==> src/hdl/scb_consts.svh <==
// Constants for the serial command byte decoder: field positions,
// encodings and reset values.
// Assumes it is included by bare name from the package and the modules.
`ifndef SCB_CONSTS_SVH
`define SCB_CONSTS_SVH

// Command byte layout.
`define SCB_CMD_BIT      7
`define SCB_TYPE_HI      6
`define SCB_TYPE_LO      5
`define SCB_ADDR_HI      4
`define SCB_ADDR_W       5

// Transfer type encodings.
`define SCB_TYPE_REPEAT  2'h0
`define SCB_TYPE_AUTOINC 2'h1
`define SCB_TYPE_RESV    2'h2
`define SCB_TYPE_SPECIAL 2'h3

// Special function codes.
`define SCB_SF_NOP       5'h00
`define SCB_SF_PROX_CLR  5'h05
`define SCB_SF_COLOR_CLR 5'h06
`define SCB_SF_BOTH_CLR  5'h07

// Reset values and pointer step.
`define SCB_PTR_RESET    5'h00
`define SCB_TYPE_RESET   2'h0
`define SCB_PTR_STEP     5'h01

// Interrupt flag positions in the pending vectors.
`define SCB_INT_PROX     0
`define SCB_INT_COLOR    1
`define SCB_INT_N        2

`endif

==> src/hdl/scb_pkg.sv <==
// Types shared by the serial command byte decoder modules.
// Assumes scb_consts.svh is on the include path.
`include "scb_consts.svh"

package scb_pkg;

  typedef logic [`SCB_ADDR_W-1:0] scb_addr_t;
  typedef logic [1:0]             scb_kind_t;

  // Where the decoder stands inside a host transaction.
  typedef enum logic [1:0] {
    SCB_PH_IDLE,
    SCB_PH_CMD,
    SCB_PH_DATA
  } scb_phase_t;

endpackage

==> src/hdl/scb_decoder.sv <==
// Command byte decoder: register pointer, transfer type and special
// functions for a light sensor behind a serial register interface.
// Assumes a bit-level serial engine on mclk that reports transaction
// starts, received bytes and read byte requests as one-cycle pulses.
//
// How it works
// A command byte sets the register pointer used by later transfers.
// Only bytes with bit 7 set count as commands; host must set it.
// Type 00 keeps the pointer fixed for every data byte.
// Type 01 advances the pointer by one after each data byte.
// Type 10 is reserved; host never sends it, device ignores it.
// Type 11 runs the low five bits as a special function.
// Types 00 and 01 load the low five bits as the register number.
// Codes 05, 06, 07 clear proximity, color or both, as one pulse.
// Reads without a new command use the previously stored address.
// A first byte with bit 7 clear is data at the stored address.
// A raised measurement interrupt stays pending until its clear.
// Reset gives pointer zero, repeated-byte type, nothing pending.
`timescale 1ns/1ps
`include "scb_consts.svh"

module scb_decoder
  import scb_pkg::*;
(
  input  wire logic            mclk,
  input  wire logic            rst_b,
  input  wire logic            wr_start,
  input  wire logic            wr_byte_valid,
  input  wire logic [7:0]      wr_byte,
  input  wire logic            rd_byte_req,
  input  wire logic            xfer_stop,
  input  wire logic            prox_int_set,
  input  wire logic            color_int_set,
  output scb_addr_t            reg_ptr,
  output scb_kind_t            xfer_type,
  output scb_addr_t            acc_addr,
  output logic [7:0]           acc_wdata,
  output logic                 acc_wr,
  output logic                 acc_rd,
  output logic                 prox_clr,
  output logic                 color_clr,
  output logic                 bad_cmd,
  output logic                 prox_int,
  output logic                 color_int
);

  // A byte is a command only when its top bit is set.
  function automatic logic is_cmd(input logic [7:0] b);
    return b[`SCB_CMD_BIT];
  endfunction

  // Transfer type field of a command byte.
  function automatic scb_kind_t kind_of(input logic [7:0] b);
    return b[`SCB_TYPE_HI:`SCB_TYPE_LO];
  endfunction

  scb_phase_t phase;
  scb_kind_t  cmd_kind;
  scb_addr_t  cmd_field;
  logic       take_cmd;
  logic       take_data;
  logic       take_rd;
  logic       load_ptr;
  logic       run_sf;
  logic [`SCB_INT_N-1:0] clr_vec;
  logic [`SCB_INT_N-1:0] set_vec;
  logic [`SCB_INT_N-1:0] pend_vec;

  // Phase tracking: only the first byte of a write may be a command.
  always_ff @(posedge mclk) begin
    if (!rst_b) begin
      phase <= SCB_PH_IDLE;
    end else if (wr_start) begin
      phase <= SCB_PH_CMD;
    end else if (xfer_stop) begin
      phase <= SCB_PH_IDLE;
    end else begin
      case (phase)
        SCB_PH_CMD: begin
          if (wr_byte_valid) begin
            phase <= SCB_PH_DATA;
          end
        end
        SCB_PH_DATA: phase <= SCB_PH_DATA;
        SCB_PH_IDLE: phase <= SCB_PH_IDLE;
        default:     phase <= SCB_PH_IDLE;
      endcase
    end
  end

  // Byte classification. A write byte takes priority over a read request
  // in the same cycle; the engine cannot produce both at once anyway.
  assign cmd_kind  = kind_of(wr_byte);
  assign cmd_field = wr_byte[`SCB_ADDR_HI:0];
  assign take_cmd  = (phase == SCB_PH_CMD) && wr_byte_valid
                     && is_cmd(wr_byte);
  assign take_data = wr_byte_valid && ((phase == SCB_PH_DATA)
                     || ((phase == SCB_PH_CMD) && !is_cmd(wr_byte)));
  assign take_rd   = rd_byte_req && !wr_byte_valid;
  assign load_ptr  = take_cmd && ((cmd_kind == `SCB_TYPE_REPEAT)
                     || (cmd_kind == `SCB_TYPE_AUTOINC));
  assign run_sf    = take_cmd && (cmd_kind == `SCB_TYPE_SPECIAL);

  // Register pointer and transfer type. A reserved type or a special
  // function leaves both untouched, so a stray command cannot redirect
  // the following data bytes.
  always_ff @(posedge mclk) begin
    if (!rst_b) begin
      reg_ptr   <= `SCB_PTR_RESET;
      xfer_type <= `SCB_TYPE_RESET;
    end else if (load_ptr) begin
      reg_ptr   <= cmd_field;
      xfer_type <= cmd_kind;
    end else if ((take_data || take_rd)
                 && (xfer_type == `SCB_TYPE_AUTOINC)) begin
      reg_ptr   <= reg_ptr + `SCB_PTR_STEP;
    end else begin
      reg_ptr   <= reg_ptr;
    end
  end

  // Register file access strobes with the address in force at the byte.
  always_ff @(posedge mclk) begin
    if (!rst_b) begin
      acc_wr    <= 1'b0;
      acc_rd    <= 1'b0;
      acc_addr  <= `SCB_PTR_RESET;
      acc_wdata <= 8'h00;
    end else begin
      acc_wr <= take_data;
      acc_rd <= take_rd;
      if (take_data || take_rd) begin
        acc_addr <= reg_ptr;
      end
      if (take_data) begin
        acc_wdata <= wr_byte;
      end
    end
  end

  // Special codes 05, 06 and 07 fire one-cycle clear pulses; unknown codes and the
  // reserved type only raise bad_cmd, which helps firmware bring-up.
  always_ff @(posedge mclk) begin
    if (!rst_b) begin
      prox_clr  <= 1'b0;
      color_clr <= 1'b0;
      bad_cmd   <= 1'b0;
    end else begin
      prox_clr  <= run_sf && ((cmd_field == `SCB_SF_PROX_CLR)
                   || (cmd_field == `SCB_SF_BOTH_CLR));
      color_clr <= run_sf && ((cmd_field == `SCB_SF_COLOR_CLR)
                   || (cmd_field == `SCB_SF_BOTH_CLR));
      bad_cmd   <= (take_cmd && (cmd_kind == `SCB_TYPE_RESV))
                   || (run_sf && (cmd_field != `SCB_SF_NOP)
                       && (cmd_field != `SCB_SF_PROX_CLR)
                       && (cmd_field != `SCB_SF_COLOR_CLR)
                       && (cmd_field != `SCB_SF_BOTH_CLR));
    end
  end

  assign clr_vec[`SCB_INT_PROX]  = prox_clr;
  assign clr_vec[`SCB_INT_COLOR] = color_clr;
  assign set_vec[`SCB_INT_PROX]  = prox_int_set;
  assign set_vec[`SCB_INT_COLOR] = color_int_set;

  // Pending measurement interrupts, held until the matching clear.
  scb_int_hold #(
    .N         (`SCB_INT_N)
  ) u_int_hold (
    .mclk      (mclk),
    .rst_b     (rst_b),
    .set_pulse (set_vec),
    .clr_pulse (clr_vec),
    .pending   (pend_vec)
  );

  assign prox_int  = pend_vec[`SCB_INT_PROX];
  assign color_int = pend_vec[`SCB_INT_COLOR];
endmodule

==> src/hdl/scb_int_hold.sv <==
// Pending interrupt holders for the proximity and color measurements.
// Assumes set pulses come from the persistence filter and clear pulses
// from the command decoder, all on mclk.
`timescale 1ns/1ps
`include "scb_consts.svh"

module scb_int_hold
  import scb_pkg::*;
#(
  parameter int N = `SCB_INT_N
) (
  input  wire logic         mclk,
  input  wire logic         rst_b,
  input  wire logic [N-1:0] set_pulse,
  input  wire logic [N-1:0] clr_pulse,
  output logic      [N-1:0] pending
);

  // Each flag holds until its clear; a set in the clear cycle wins so
  // that a fresh measurement event is never lost.
  for (genvar i = 0; i < N; i++) begin : g_flag
    always_ff @(posedge mclk) begin
      if (!rst_b) begin
        pending[i] <= 1'b0;
      end else if (set_pulse[i]) begin
        pending[i] <= 1'b1;
      end else if (clr_pulse[i]) begin
        pending[i] <= 1'b0;
      end
    end

  end
endmodule

==> config.mk <==
export PLATFORM = sky130hd
export DESIGN_NAME = scb_decoder
export DESIGN_NICKNAME = d
export VERILOG_FILES = /design/src/hdl/scb_pkg.sv /design/src/hdl/scb_decoder.sv /design/src/hdl/scb_int_hold.sv
export VERILOG_INCLUDE_DIRS = /design/src /design/src/hdl
export SDC_FILE = /design/constraint.sdc
export NUM_CORES = 1
export LEC_CHECK = 0
export BUFFER_PORTS_ARGS = -buffer_cell sky130_fd_sc_hd__buf_2
export CORE_MARGIN = 3
export CORE_UTILIZATION = 45
export CTS_CLUSTER_SIZE = 30
export DETAILED_ROUTE_END_ITERATION = 8
export PLACE_DENSITY = 0.7
export SYNTH_ARGS = -nofsm -noshare
export SYNTH_HDL_FRONTEND = slang
export SYNTH_SLANG_ARGS = --single-unit
==> constraint.sdc <==
create_clock -name mclk -period 2.2 [get_ports mclk]
set_input_delay 0.66 -clock mclk [delete_from_list [all_inputs] [get_ports mclk]]
set_output_delay 0.66 -clock mclk [all_outputs]
set_load 0.1 [all_outputs]
==> summary.txt <==
Clock network
  – CTS H-tree lvls: 2
  – Hold-fix buffers, CTS: 0
  – Cts bufs inserted: 5
  – Clk_lat worst skew: 0.32 ns
  – Clk buf depth: 2
  – CTS tree: yes
  – Post-CTS Setup Bufs: 0
  – CTS root buffer: clkbuf_4
  – Clock transition at path regs: around 0.09 ns
  – Cts repair resizes: 0
  – Clock Sinks: 29

Power
  – Leakage power: slightly below 0.0008 uW
  – P_int: 851 uW
  – IR drop worst, VDD: between 0.6 and 0.7 mV
  – Combinational Power Share: 14.8%
  – Reg power frac: between 40% and 50%
  – Net Sw Frac: 27.3%
  – Clock power share: 38.6%
  – Switching power: between 300 and 400 uW
  – Overall Power: around 1200 uW
  – Pwr dens: around 750 nW/um2

Worst setup path
  – Buffers and inverters on the worst path: 1
  – Critical Path End Type: primary output
  – CP top delay family: buffers and inverters
  – Crit path max fanout: 6
  – Worst Setup Path Type: reg -> out
  – FF-to-FF path depth: 6
  – Arrival time worst endpoint: 1.26 ns
  – Crit path required time: roughly 1.5 ns
  – Worst reg2reg endpoint: acc_wdata[6]
  – Total stage count of the critical path: 1
  – CP startpoint kind: flop
  – Reg2reg start: phase[1]
  – Crit path to: reg_ptr[0]
  – CP cell instances: buf_2
  – Crit-path max cell delay: 0.47 ns
  – Flop2flop setup slack: between 0.5 and 0.6 ns
  – Worst path slowest cell: buf_2
  – Worst setup path startpoint: reg_ptr[0]

Yosys
  – Post-synthesis simple-gate area fraction: 18.5%
  – Register area share after synthesis: 47.2%
  – Synth warn: 0
  – Synth Area in Adders: 3.05%
  – Largest area contributor in the netlist: dfxtp_1
  – Top cell type's share of synthesized area: 47.2%
  – FF+latch count, synth: 29
  – Mux cell area share after synthesis: between 10% and 20%
  – Mapped Area: ~1200 um2
  – Compound-Gate Fraction of Synth Area: between 10% and 20%
  – Largest cells by area after synthesis: dfxtp_1 (47%), mux2i_1 (11%), nor2_1 (7.0%)
  – Syn nets: 147
  – Mean Syn Cell Area: approximately 9.6 um2
  – Post-synthesis xor/xnor area fraction: between 1 and 1.5%
  – Post-Synthesis Cells: ~130
  – Netlist cell types: 33
  – Largest family of logic cells by synthesized area: simple AND/OR/NAND/NOR gates

Place
  – Cells after DPL: 198
  – HPWL after DPL: around 2100 um
  – PortBufs: between 40 and 50
  – Placer congestion estimate: approximately 0.76

STA
  – Fmax: between 0.5 and 0.6 GHz
  – Hold_ws: just under 0.5 ns
  – Clock skew: between 0.004 and 0.005 ns
  – Final setup TNS: 0 ns
  – Worst Tran Pin Value: between 0.5 and 0.6 ns
  – Setup-failing EPs final: 0
  – RSZ-0062 raised after global routing: false
  – Crit path time final: 1.92 ns
  – Fin. Hold Viols: 0
  – Slew Limit Fails: 0
  – Slew margin rel.: between 60% and 70%
  – Final Cycle Share: between 80% and 90%

Drt
  – 1st-iter DRT viols: 10
  – Vias: approximately 1000
  – DR pass1 iterations: 4
  – Final ANT Viol Nets: 0
  – Avg WL per Cell: between 10 and 15 um
  – Post-Route WL: between 2000 and 3000 um
  – # DRC: 0
  – Via density: around 5

Die
  – Core box area: 2540 um2
  – Cell row count: 18
  – Ports: 43
  – Die X: 58.3 um
  – Starting density of the core: roughly half
  – Die Area: 3400 um2
  – Chip height: 58.3 um

Cells and area
  – Non-Filler Instances: slightly above 200
  – Layout fillers: 236
  – Area of the multi-input gates: approximately 600 um2
  – Antenna cells: 0
  – Register area: 581 um2
  – Area growth, synth to finish: 26.4%
  – Share of cells above drive strength 1: between 30% and 40%
  – Final net count: about 190

GRT
  – Pin count of the biggest net entering global routing: 14
  – GRT Total Usage: between 10% and 20%
  – Grt total ovfl: 0
  – First-pass GRT wire length: between 4000 and 5000 um
  – Antenna violations before repair: 0
  – Vias in the first global route: roughly 1000

Hold path
  – HP Class: reg -> reg
  – Hold Path Depth: 2

Status
  – Status: finished, final reports clean

Job
  – Max-cap viol count: 0
Yosys cell counts, drive strengths merged:
| cell type | number |
|---|---|
| a2111oi | 1 |
| a211oi | 1 |
| a21boi | 1 |
| a21o | 2 |
| a21oi | 7 |
| a22oi | 1 |
| a31o | 1 |
| a31oi | 3 |
| and2 | 3 |
| and3 | 2 |
| buf | 1 |
| clkbuf | 3 |
| clkinv | 1 |
| dfxtp | 29 |
| ha | 3 |
| inv | 7 |
| mux2i | 14 |
| nand2 | 2 |
| nand2b | 3 |
| nand3 | 2 |
| nand4 | 2 |
| nand4b | 1 |
| nor2 | 23 |
| nor2b | 3 |
| nor3b | 2 |
| nor4 | 1 |
| o21ai | 7 |
| xnor2 | 1 |
| xor2 | 1 |
cell usage in the layout (no fill, tap or decap), drive strengths merged, types with 3 or more instances in the layout:
| cell type | n |
|---|---|
| inv | 7 |
| and2 | 3 |
| nor2b | 3 |
| dfxtp | 29 |
| a21oi | 7 |
| buf | 44 |
| nor2 | 23 |
| o21ai | 7 |
| a31oi | 3 |
| clkbuf | 7 |
| ha | 3 |
| nand2b | 3 |
| mux2i | 14 |
worst register-to-register path, cell delays in order, from the launching register on:
cell and delay [ns]:
dfxtp_1 0.37, inv_1 0.06, ha_1 0.23, nor2b_1 0.16
o21ai_2 0.43, mux2i_1 0.25, nor2_1 0.05
per-layer routing:
metal  vias up  share of wire [%]  track usage, %
met4         0                1.5            5.96
met2        28                 49            29.7
met3         5                6.6            7.46
met5         -                  0               0
met1       479                 43            20.1
li1        534                  -               -
registers in the layout, indices dropped and copies added (netlist names):
name                cells
acc_rd                  1
acc_addr                5
prox_clr                1
acc_wr                  1
xfer_type               2
color_clr               1
u_int_hold.pending      2
acc_wdata               8
bad_cmd                 1
reg_ptr                 5
phase                   2
power groups by stage:
stage | logic [uW] | clock network (uW) | registers [uW]
after floorplan | 55.2 | 0 | 636
after global placement | 171 | 0 | 556
after global routing | 184 | 491 | 547
final | 173 | 452 | 545
after detailed placement | 173 | 0 | 557
after CTS | 174 | 465 | 545
how the worst min path moves through the flow:
| stage | startpoint | end | slack, ns |
|---|---|---|---|
| floorplan | phase[0] | phase[0] | 0.49 |
| global placement | u_int_hold.pending[0] | u_int_hold.pending[0] | 0.46 |
| detailed placement | u_int_hold.pending[1] | u_int_hold.pending[1] | 0.48 |
| CTS | xfer_stop | phase[1] | 0.49 |
| global route | wr_start | phase[1] | 0.50 |
| finish | u_int_hold.pending[1] | u_int_hold.pending[1] | 0.50 |
per-stage QoR:
step / setup WS [ns] / instance area [um2] / util (%)
2_1_floorplan: 0.168 / 1230 / -
3_3_place_gp: 0.379 / 1470 / 57.8
3_5_place_dp: 0.336 / 1470 / 57.8
4_1_cts: 0.275 / 1560 / 61.2
5_1_grt: 0.234 / 1560 / 61.2
6_report: 0.284 / 1560 / 61.2
cell type report:
type,count,area share (%)
clock buffers,7,3.54
clock inverters,1,1.93
inverters,8,1.93
multi-input cells,87,38.4
flip-flops and latches,29,37.3
well taps,30,2.41
repair buffers,44,14.5
cells by family after synthesis:
| group | Yosys count |
|---|---|
| and+or+nand+nor | 44 |
| DFF | 29 |
| AOI/OAI and AO/OA | 24 |
| muxes | 14 |
| buffers and inverters | 12 |
| adders and majority gates | 3 |
| xor gates and xnor gates | 2 |
(Power assumes the default switching activity.)
